===== src/tsf_pkg.sv =====
/*
 Package for the asynchronous timer with spurious overflow flag: register offsets,
 field positions, reset values, timing counts and carrier types.
 Assumes a single 25 MHz APB clock; the instruction cycle equals one pclk period.
*/
package tsf_pkg;

   // Register byte offsets
   localparam logic [11:0] OFF_CTRL  = 12'h000;
   localparam logic [11:0] OFF_FLAG  = 12'h004;
   localparam logic [11:0] OFF_MASK  = 12'h008;
   localparam logic [11:0] OFF_HIGH  = 12'h00C;
   localparam logic [11:0] OFF_LOW   = 12'h010;
   localparam logic [11:0] OFF_GUARD = 12'h014;

   // Control field positions
   localparam int CTRL_RUN_BIT   = 0;
   localparam int CTRL_ASYNC_BIT = 1;
   localparam int CTRL_EXT_BIT   = 2;

   // Flag and mask layout: bit 0 is the timer overflow flag
   localparam int FLAG_W       = 1;
   localparam int FLAG_OVF_BIT = 0;

   localparam logic [15:0]       COUNT_RST = 16'h0000;
   localparam logic [15:0]       COUNT_MAX = 16'hFFFF;
   localparam logic [7:0]        BYTE_RST  = 8'h00;
   localparam logic [FLAG_W-1:0] FLAG_RST  = 1'h0;
   localparam logic [FLAG_W-1:0] MASK_RST  = 1'h0;
   localparam logic [31:0]       DATA_ZERO = 32'h0000_0000;

   // Timing
   localparam int CLK_PERIOD_NS = 40;
   localparam int SPUR_NEAR_NS  = 80;
   localparam int SPUR_NEAR_CYC = (SPUR_NEAR_NS + CLK_PERIOD_NS - 1) / CLK_PERIOD_NS;
   localparam int GUARD_EDGES   = 2;
   localparam int GUARD_TAIL_CYC = 2;

   typedef struct packed {
      logic ext_source;
      logic async_mode;
      logic run;
   } tsf_ctrl_t;

   localparam tsf_ctrl_t CTRL_RST = '{ext_source: 1'b0, async_mode: 1'b0, run: 1'b0};

   typedef struct packed {
      logic sync_edge;
      logic async_edge;
   } tsf_edge_t;

   typedef enum logic [3:0] {
      G_IDLE  = 4'b0001,
      G_NEAR  = 4'b0010,
      G_EDGES = 4'b0100,
      G_TAIL  = 4'b1000
   } tsf_guard_t;

endpackage


===== src/tsf_edge.sv =====
/*
 Rising-edge finder for the external count clock pin.
 Assumes the pin is synchronous to pclk; the sync path adds one stage to mimic
 resynchronisation to the instruction clock, the async path uses the pin sample alone.
*/
`timescale 1ns/1ns
module tsf_edge (
   input  wire logic                pclk,
   input  wire logic                presetn,
   input  wire logic                external_count_clock,
   output tsf_pkg::tsf_edge_t       edges
);
   logic s0_r, s1_r, s2_r;
   logic s0_nxt, s1_nxt, s2_nxt;

   always_comb begin
      s0_nxt = external_count_clock;
      s1_nxt = s0_r;
      s2_nxt = s1_r;
   end

   always_ff @(posedge pclk or negedge presetn) begin
      if (!presetn) begin
         s0_r <= 1'b0;
         s1_r <= 1'b0;
         s2_r <= 1'b0;
      end else begin
         s0_r <= s0_nxt;
         s1_r <= s1_nxt;
         s2_r <= s2_nxt;
      end
   end

   // Async edge is one cycle early; that lead is what opens the spurious window
   assign edges.async_edge = s0_r & ~s1_r;
   assign edges.sync_edge  = s1_r & ~s2_r;
endmodule


===== src/tsf_timer.sv =====
/*
 16-bit timer/counter with APB registers, synchronous and asynchronous external
 count modes, and the spurious overflow flag seen in asynchronous mode.
 Assumes an APB master on pclk and an external count clock sampled on pclk.
*/
// The address map and register access over APB were chosen for this implementation.
`timescale 1ns/1ns

module tsf_timer #(
   parameter int ADDR_W = 12
) (
   input  wire logic              pclk,
   input  wire logic              presetn,
   input  wire logic              psel,
   input  wire logic              penable,
   input  wire logic              pwrite,
   input  wire logic [ADDR_W-1:0] paddr,
   input  wire logic [31:0]       pwdata,
   output logic [31:0]            prdata,
   output logic                   pready,
   output logic                   pslverr,
   input  wire logic              external_count_clock,
   output logic                   irq
);
   tsf_pkg::tsf_edge_t  edges;
   tsf_pkg::tsf_ctrl_t  ctrl_r, ctrl_nxt;
   tsf_pkg::tsf_guard_t guard_r, guard_nxt;

   logic [15:0]               cnt_r, cnt_nxt;
   logic [7:0]                hi_buf_r, hi_buf_nxt;
   logic [tsf_pkg::FLAG_W-1:0] flag_r, flag_nxt;
   logic [tsf_pkg::FLAG_W-1:0] mask_r, mask_nxt;
   logic [2:0]                gcnt_r, gcnt_nxt;
   logic [1:0]                gedge_r, gedge_nxt;
   logic [31:0]               prdata_r, prdata_nxt;
   logic                      pready_r, pready_nxt;
   logic                      pslverr_r, pslverr_nxt;
   logic                      irq_r, irq_nxt;

   logic capture, done, wr, rd;
   logic hit_ctrl, hit_flag, hit_mask, hit_high, hit_low, hit_guard, mapped;
   logic inc, ovf, cnt_write, arm, spurious, async_ext;
   logic [1:0] gedge_inc;

   function automatic logic hit(input logic [ADDR_W-1:0] a, input logic [11:0] off);
      hit = (a[11:0] == off);
   endfunction

   function automatic logic [31:0] byte_word(input logic [7:0] b);
      byte_word = {24'h00_0000, b};
   endfunction

   // Guard counters step down the same way in the near and tail phases
   function automatic logic [2:0] tick_down(input logic [2:0] c);
      tick_down = c - 3'h1;
   endfunction

   function automatic logic last_tick(input logic [2:0] c);
      last_tick = (c == 3'h1);
   endfunction

   function automatic logic rises(input logic now_v, input logic was_v);
      rises = now_v & ~was_v;
   endfunction

   // Guard status as software sees it: bit 0 window open, bit 1 near phase
   function automatic logic [31:0] guard_word(input tsf_pkg::tsf_guard_t g);
      guard_word    = tsf_pkg::DATA_ZERO;
      guard_word[0] = (g != tsf_pkg::G_IDLE);
      guard_word[1] = (g == tsf_pkg::G_NEAR);
   endfunction

   // Edge finder: the async path leads the sync path by one clock
   tsf_edge tsf_edge_i (
      .pclk                 (pclk),
      .presetn              (presetn),
      .external_count_clock (external_count_clock),
      .edges                (edges)
   );

   // Bus decode: one wait cycle so that read data can come from a flop
   always_comb begin
      capture   = psel & penable & ~pready_r;
      done      = psel & penable & pready_r;
      wr        = done & pwrite;
      rd        = done & ~pwrite;
      hit_ctrl  = hit(paddr, tsf_pkg::OFF_CTRL);
      hit_flag  = hit(paddr, tsf_pkg::OFF_FLAG);
      hit_mask  = hit(paddr, tsf_pkg::OFF_MASK);
      hit_high  = hit(paddr, tsf_pkg::OFF_HIGH);
      hit_low   = hit(paddr, tsf_pkg::OFF_LOW);
      hit_guard = hit(paddr, tsf_pkg::OFF_GUARD);
      mapped    = hit_ctrl | hit_flag | hit_mask | hit_high | hit_low | hit_guard;
   end

   // Reads have no side effect on count or guard state
   always_comb begin
      pready_nxt  = capture;
      pslverr_nxt = capture & ~mapped;
      prdata_nxt  = tsf_pkg::DATA_ZERO;
      if (capture && !pwrite) begin
         if (hit_ctrl) begin
            prdata_nxt[tsf_pkg::CTRL_RUN_BIT]   = ctrl_r.run;
            prdata_nxt[tsf_pkg::CTRL_ASYNC_BIT] = ctrl_r.async_mode;
            prdata_nxt[tsf_pkg::CTRL_EXT_BIT]   = ctrl_r.ext_source;
         end else if (hit_flag) begin
            prdata_nxt[tsf_pkg::FLAG_W-1:0] = flag_r;
         end else if (hit_mask) begin
            prdata_nxt[tsf_pkg::FLAG_W-1:0] = mask_r;
         end else if (hit_high) begin
            prdata_nxt = byte_word(cnt_r[15:8]);
         end else if (hit_low) begin
            prdata_nxt = byte_word(cnt_r[7:0]);
         end else if (hit_guard) begin
            prdata_nxt = guard_word(guard_r);
         end else begin
            prdata_nxt = tsf_pkg::DATA_ZERO;
         end
      end
   end

   always_ff @(posedge pclk or negedge presetn) begin
      if (!presetn) begin
         pready_r  <= 1'b0;
         pslverr_r <= 1'b0;
         prdata_r  <= tsf_pkg::DATA_ZERO;
      end else begin
         pready_r  <= pready_nxt;
         pslverr_r <= pslverr_nxt;
         prdata_r  <= prdata_nxt;
      end
   end

   // Control and mask registers
   always_comb begin
      ctrl_nxt = ctrl_r;
      mask_nxt = mask_r;
      if (wr && hit_ctrl) begin
         ctrl_nxt.run        = pwdata[tsf_pkg::CTRL_RUN_BIT];
         ctrl_nxt.async_mode = pwdata[tsf_pkg::CTRL_ASYNC_BIT];
         ctrl_nxt.ext_source = pwdata[tsf_pkg::CTRL_EXT_BIT];
      end
      if (wr && hit_mask) begin
         mask_nxt = pwdata[tsf_pkg::FLAG_W-1:0];
      end
   end

   always_ff @(posedge pclk or negedge presetn) begin
      if (!presetn) begin
         ctrl_r <= tsf_pkg::CTRL_RST;
         mask_r <= tsf_pkg::MASK_RST;
      end else begin
         ctrl_r <= ctrl_nxt;
         mask_r <= mask_nxt;
      end
   end

   // Counter: high byte waits in a buffer so both bytes land together
   always_comb begin
      async_ext = ctrl_r.async_mode & ctrl_r.ext_source;
      // Internal source counts every clock and has no spurious path
      if (!ctrl_r.ext_source) begin
         inc = ctrl_r.run;
      end else if (ctrl_r.async_mode) begin
         inc = ctrl_r.run & edges.async_edge;
      end else begin
         inc = ctrl_r.run & edges.sync_edge;
      end
      hi_buf_nxt = hi_buf_r;
      cnt_nxt    = cnt_r;
      cnt_write  = wr & hit_low;
      ovf        = 1'b0;
      // A high write alone leaves the count alone; the low write commits both
      if (wr && hit_high) begin
         hi_buf_nxt = pwdata[7:0];
      end
      // A write beats a same-cycle increment; that lost edge is the hazard behind the flag
      if (cnt_write) begin
         cnt_nxt = {hi_buf_r, pwdata[7:0]};
      end else if (inc) begin
         cnt_nxt = cnt_r + 16'h0001;
         ovf     = (cnt_r == tsf_pkg::COUNT_MAX);
      end
   end

   always_ff @(posedge pclk or negedge presetn) begin
      if (!presetn) begin
         cnt_r    <= tsf_pkg::COUNT_RST;
         hi_buf_r <= tsf_pkg::BYTE_RST;
      end else begin
         cnt_r    <= cnt_nxt;
         hi_buf_r <= hi_buf_nxt;
      end
   end

   // Guard window after a low-byte count write, enable or switch to async mode
   always_comb begin
      arm = ctrl_nxt.async_mode & ctrl_nxt.ext_source &
            (cnt_write |
             rises(ctrl_nxt.run, ctrl_r.run) |
             rises(ctrl_nxt.async_mode, ctrl_r.async_mode));
      gedge_inc = gedge_r;
      if (inc && gedge_r != 2'(tsf_pkg::GUARD_EDGES)) begin
         gedge_inc = gedge_r + 2'h1;
      end
      guard_nxt = guard_r;
      gcnt_nxt  = gcnt_r;
      gedge_nxt = gedge_r;
      spurious  = 1'b0;
      // Leaving async or external mode shuts the window at once
      if (!async_ext) begin
         guard_nxt = tsf_pkg::G_IDLE;
      end else begin
         case (guard_r)
            tsf_pkg::G_IDLE: begin
               guard_nxt = tsf_pkg::G_IDLE;
            end
            tsf_pkg::G_NEAR: begin
               spurious  = inc;
               gedge_nxt = gedge_inc;
               gcnt_nxt  = tick_down(gcnt_r);
               if (last_tick(gcnt_r)) begin
                  guard_nxt = tsf_pkg::G_EDGES;
               end
            end
            tsf_pkg::G_EDGES: begin
               gedge_nxt = gedge_inc;
               if (gedge_inc == 2'(tsf_pkg::GUARD_EDGES)) begin
                  guard_nxt = tsf_pkg::G_TAIL;
                  gcnt_nxt  = 3'(tsf_pkg::GUARD_TAIL_CYC);
               end
            end
            tsf_pkg::G_TAIL: begin
               gcnt_nxt = tick_down(gcnt_r);
               if (last_tick(gcnt_r)) begin
                  guard_nxt = tsf_pkg::G_IDLE;
               end
            end
            default: begin
               guard_nxt = tsf_pkg::G_IDLE;
            end
         endcase
      end
      // Arming wins, so a fresh write restarts a window that is still open
      if (arm) begin
         guard_nxt = tsf_pkg::G_NEAR;
         gcnt_nxt  = 3'(tsf_pkg::SPUR_NEAR_CYC);
         gedge_nxt = 2'h0;
      end
   end

   always_ff @(posedge pclk or negedge presetn) begin
      if (!presetn) begin
         guard_r <= tsf_pkg::G_IDLE;
         gcnt_r  <= 3'h0;
         gedge_r <= 2'h0;
      end else begin
         guard_r <= guard_nxt;
         gcnt_r  <= gcnt_nxt;
         gedge_r <= gedge_nxt;
      end
   end

   // Flag: sticky, cleared by a read of the flag register, set wins over clear.
   // Only bits returned by that read are cleared, so nothing set meanwhile is lost.
   always_comb begin
      flag_nxt = flag_r;
      if (rd && hit_flag) begin
         flag_nxt = flag_r & ~prdata_r[tsf_pkg::FLAG_W-1:0];
      end
      // Count byte reads feed nothing here, so they cannot set the flag
      if (ovf || spurious) begin
         flag_nxt[tsf_pkg::FLAG_OVF_BIT] = 1'b1;
      end
      // Irq follows the next flag value, so it rises on the same edge as the flag
      irq_nxt = |(flag_nxt & mask_nxt);
   end

   always_ff @(posedge pclk or negedge presetn) begin
      if (!presetn) begin
         flag_r <= tsf_pkg::FLAG_RST;
         irq_r  <= 1'b0;
      end else begin
         flag_r <= flag_nxt;
         irq_r  <= irq_nxt;
      end
   end

   assign prdata  = prdata_r;
   assign pready  = pready_r;
   assign pslverr = pslverr_r;
   assign irq     = irq_r;
endmodule


===== config.mk =====
export PLATFORM = sky130hd
export DESIGN_NAME = tsf_timer
export DESIGN_NICKNAME = d
export VERILOG_FILES = /design/src/tsf_pkg.sv /design/src/tsf_edge.sv /design/src/tsf_timer.sv
export SDC_FILE = /design/constraint.sdc
export NUM_CORES = 1
export LEC_CHECK = 0
export BUFFER_PORTS_ARGS = -buffer_cell sky130_fd_sc_hd__clkbuf_2
export CORE_MARGIN = 5
export CORE_UTILIZATION = 52
export CTS_CLUSTER_SIZE = 12
export DETAILED_ROUTE_END_ITERATION = 7
export PLACE_DENSITY = 0.86
export REMOVE_ABC_BUFFERS = 1
export SYNTH_ARGS = -nofsm -noshare
export SYNTH_HDL_FRONTEND = slang
export SYNTH_SLANG_ARGS = --single-unit

===== constraint.sdc =====
create_clock -name pclk -period 2.15 [get_ports pclk]
set_clock_uncertainty 0.2 [all_clocks]
set_input_delay 0.215 -clock pclk [delete_from_list [all_inputs] [get_ports pclk]]
set_output_delay 0.215 -clock pclk [all_outputs]
set_load 0.01 [all_outputs]

Yosys cells after proc, flatten, opt, wreduce, memory -nomap -nowiden
Cells that the tools add are included.

cells by class
  reductions and logical operators = 18
  muxes and demuxes = 36
  add/subtract/negate cells = 3
  eq/ne operators = 17
  bitwise logic cells = 33

operators by type and width
  kind                                             number
  two-way mux 32 bit                               3
  two-way mux 31 bit                               2
  two-way mux 16 bit                               2
  two-way mux 29 bit                               1
  == test 12 x 4 -> 1 bit (second input constant)  2
  == test 12 x 5 -> 1 bit (second input constant)  2
  two-way mux 4 bit                                5
  bitwise AND 1 bit                                18
  adder 16 x 1 -> 16 bit (second input constant)   1
  == test 16 bit (second input constant)           1
  two-way mux 3 bit                                5
  == test 12 x 3 -> 1 bit (second input constant)  1
  zero test 12 bit                                 1
  one-hot mux 4 bit (3 select lines)               1
  two-way mux 1 bit                                11
  two-way mux 2 bit                                5
  != test 4 bit (second input constant)            2
  NOT 1 bit                                        8
  OR 1 bit                                         7
  logical AND 1 bit                                6
  one-hot mux 3 bit (2 select lines)               1
  AND reduction 3 bit                              2
  nonzero test 2 bit                               3
  == test 4 x 2 -> 1 bit (second input constant)   1
  15 further kinds                                 16

storage, ports and cells
  logic and storage cells = 124
  flip-flop bits (word level) = 76
  input bits = 50
  output and inout port bits = 35

Depth between registers and ports, before layout
  depth in word-level cells = 12
  mapped depth = 7
  gate-level depth less buffers = 7

Modules after synthesis
A second synthesis with hierarchy kept.

second synthesis, totals
  cells, all modules = 296
  area total of the unflattened synthesis = 2,892.8 um^2

by module, submodules not included
  module     instances  area each (um^2)  cells each
  tsf_timer  1          2,802.7           291
  tsf_edge   1          90.1              5

Worst setup path after synthesis
Ideal clock, no wire load.

  path kind = in2reg
  from = input port paddr[9]
  to = register hi_buf_r[0]
  setup slack = 220 ps
  library setup time = 125 ps
  cell stages on the path = 4
  arrival = 1,605 ps
  cells stage by stage = nor4_2 > nand3b_2 > nor4_4 > mux2_2

between the ends
  longest elaborated chain between the ends = 2

RTL lines
  element                  RTL line          RTL
  start, declared          tsf_timer.sv:17   input wire logic [ADDR_W-1:0] paddr,
  == test 12 x 4 -> 1 bit  tsf_timer.sv:46   hit = (a[11:0] == off);
  logical AND 1 bit        tsf_timer.sv:174  if (wr && hit_high) begin
  end signal, assigned     tsf_timer.sv:189  hi_buf_r <= tsf_pkg::BYTE_RST;
  end signal, assigned     tsf_timer.sv:192  hi_buf_r <= hi_buf_nxt;
  end, declared            tsf_timer.sv:30   logic [7:0] hi_buf_r, hi_buf_nxt;

Every way passes these cells.
A chain may end at the register's enable or synchronous reset.

Worst setup path in the final report
  from = register ctrl_r[1] (netlist bit)
  to = register gcnt_r[1]

between the ends
  longest elaborated chain between the ends = 7
  elaborated cells between the ends (all ways) = 17

RTL lines
  element                               RTL line          RTL
  start, declared                       tsf_timer.sv:26   tsf_pkg::tsf_ctrl_t ctrl_r, ctrl_nxt;
  start signal, assigned                tsf_timer.sv:150  ctrl_r <= tsf_pkg::CTRL_RST;
  start signal, assigned                tsf_timer.sv:153  ctrl_r <= ctrl_nxt;
  two-way mux 1 bit                     tsf_timer.sv:164  end else if (ctrl_r.async_mode) begin
  two-way mux 1 bit                     tsf_timer.sv:162  if (!ctrl_r.ext_source) begin
  logical AND 1 bit                     tsf_timer.sv:203  if (inc && gedge_r != 2'(tsf_pkg::GUARD_EDGES)) begin
  two-way mux 2 bit                     tsf_timer.sv:203
  == test 2 bit                         tsf_timer.sv:228  if (gedge_inc == 2'(tsf_pkg::GUARD_EDGES)) begin
  != test 3 bit (no source line)        -
  AND reduction 3 bit (no source line)  -
  end signal, assigned                  tsf_timer.sv:259  gcnt_r <= gcnt_nxt;
  end, declared                         tsf_timer.sv:33   logic [2:0] gcnt_r, gcnt_nxt;

Parallel ways exist; a longest one is shown, timed or not.

==> results.toml <==
[status]
status = "completed"

[timing]
period_minus_slack_ns = 2.03
final.setup.tns_ns = 0
period_share_pct = 94.6
hold_viol_final = 0
rsz0062_at_grt = "false"
max_freq_mhz = 492
maxSlewViolCount = 0
finalSetupViolCount = 0

[synth]
syn_avg_cell_area_sq_um = 9.60
synth_ff_type = "dfrtp_1"
muxShareOfSynthArea_pct = 8.40
yosysSeqAreaShare_pct = 43.9
netlist_area_sq_um = 2970
synth_top_family_by_area = "simple AND/OR/NAND/NOR gates"
synth-edff-count = 0
synth_top_area_share_pct = 43.0
synth-xor-area-share_pct = 5.02
synthSimpleGateAreaFrac_pct = 21.9
synthDistinctLibCells = 47
ys_ff_latch = 52
synth_area_leaders = "dfrtp_1, buf_4, mux2_2, nor2_1, a21oi_1"
synthAdderAreaFrac_pct = 1.69
synth-async-reset-ratio_pct = 100
synth_compound_area_share_pct = 10.3
post-synth-top-area-cell = "dfrtp_1"
syn_inst = 309
yosys_warnings = 0

[power]
ir_drop_mv = 0.251
pwr-share-comb_pct = 8.0
p_leak_nw = 1.57
total_power_w = 0.00170
p_int_w = 0.00129
power.share.clock_pct = 34.1
p_seq_share_pct = 57.9
p_per_area_nw_per_um2 = 498
swShare_pct = 24.3
power.switching_w = 0.000414

[place]
gp_congestion = 0.902
dp_hpwl_mm = 4.83
port-buffer-count = 36

[worst_setup_path]
path_max_fanout = 4
worstSetupEndpointType = "flip-flop"
rrSetupSlack_ns = 0.12
worst_ep_required_time_ns = 2.15
startpoint_type = "flip-flop"
path_class = "reg -> reg"
cp.arrival_ns = 2.03

[die]
core_area_sq_um = 5540
die_w_um = 85.5
io_pins = 85
die_area_sq_um = 7310
fp.dieH_um = 85.5
rows = 27
initial_core_util_pct = 53.5

[cts]
insertion_delay_ns = 0.31
cts_buffers = 5
clkSlewWorstSetupHoldPaths_ns = 0.09
cts_tree = "done"
clock-sinks = 52
clockBufferDepth = 2
htreeDepth = 2
clockRootBuffer = "clkbuf_8"

[route]
drtIter0Drc = 226
routed_wl_mm = 6.63
wl_per_cell_um = 15.2
ant_nets = 0
firstDrtPassIters = 5
vias = 2462
viasPerCell = 5.65
drcViolationCount = 0

[global_route]
antenna_found_initial = 0
grt_pass1_vias = 2284
grt_max_degree = 53
grt_overflow = 0
track_usage_pct = 18.1
grt_first_pass_wirelength_mm = 10.6

[finish]
fin_nets = 418
fillers = 475
area_growth_pct = 15.3
drive_gt1_share_pct = 23.6
diodes = 0

[job]
maxCapViolCount = 0

[min_path]
hold_path.class = "in -> reg"
## registers in the layout, summed over array words and instances (netlist names), 2 cells and up
| signal | count |
|---|---|
| prdata | 8 |
| cnt_r | 16 |
| gcnt_r | 3 |
| ctrl_r | 3 |
| guard_r | 4 |
| gedge_r | 2 |
| hi_buf_r | 8 |
## power groups by stage
stage          combinational, W  sequential [W]  clock [W]
6_report               0.000136        0.000987   0.000580
5_1_grt                0.000151        0.000989   0.000633
4_1_cts                0.000135        0.000987   0.000590
3_5_place_dp           0.000123         0.00101          0
3_3_place_gp           0.000119         0.00101          0
2_1_floorplan         0.0000457         0.00101          0
## cells in the final DEF, fill, tap and decap left out, drive strengths merged, types with 12 or more instances in the layout
cell / count
buf: 15
mux2: 15
nand3: 12
dfrtp: 51
nand2: 14
a21oi: 22
clkbuf: 42
nor2: 40
conb: 24
## synthesized netlist by cell type (8+ instances only)
library cell  count
dfrtp_1          51
nor2_1           40
buf_4            24
a21oi_1          22
mux2_2           15
nand2_1          14
nand3_1          12
inv_1            10
nor3_1           10
clkbuf_1          9
xnor2_1           9
mux2i_1           8
nand4_1           8
xor2_1            8
## metal layers
metal	track usage, %	vias to the layer above	wire length, um
li1	-	1159	-
met1	23.4	1165	2810
met2	29.5	125	3080
met3	3.84	13	646
met4	7.34	0	103
met5	0	-	0
## through the flow
stage	worst slack [ns]	cells	hold WS [ns]	utilization, %	area (sq um)
after floorplan	0.134	298	-0.281	-	2830
after global placement	0.0405	418	0.0294	57.9	3210
after detailed placement	-0.0504	418	0.0309	57.9	3210
after CTS	0.0548	433	0.00845	61.0	3380
after global routing	0.00560	436	0.00922	61.7	3420
final	0.116	436	0.00569	61.7	3420
## what timing repair did
action | in CTS | in global routing
hold buffers | 8 | 0
setup buffers | 0 | 3
setup endpoints to repair | 0 | 7
resized for setup | 0 | 5
hold endpoints to repair | 65 | 0
## final cells by class
type	count	area, sq um	area share [%]
Multi-Input combinational cell	236	1510	44.2
Sequential cell	52	1310	38.2
Timing Repair Buffer	59	385	11.3
Tap cell	72	90.1	2.63
Clock buffer	6	82.6	2.41
Inverter	10	37.5	1.10
Clock inverter	1	8.76	0.256
## worst max-delay path, stage by stage (launching register included)
cell and delay (ns):
dfrtp_2 0.42, and2_1 0.18, o211ai_1 0.35, mux2i_1 0.34, a211oi_2 0.14, o31a_1 0.29
## path summary, 6_finish.rpt
check                                 from              end  depth (start not counted)
max in group asynchronous          presetn       guard_r[0]                          3
min reg2reg                tsf_edge_i.s0_r  tsf_edge_i.s1_r                          0
max                              ctrl_r[1]        gcnt_r[1]                          5
min                              pwdata[2]         cnt_r[2]                          3
min in group asynchronous          presetn       gedge_r[1]                          3
max reg2reg                      ctrl_r[1]        gcnt_r[1]                          5
## cells by family (layout without fill, tap and decap cells)
family	count (synthesis)	count (layout)
AND/OR/NAND/NOR	120	120
buffers and inverters	44	76
multiplexers	23	23
AO/OA/AOI/OAI	48	48
flip-flops	52	52
XOR/XNOR	17	17
other	1	24
adder cells (fa/ha/maj)	4	4
No activity file was read; power rests on OpenSTA's default activity.
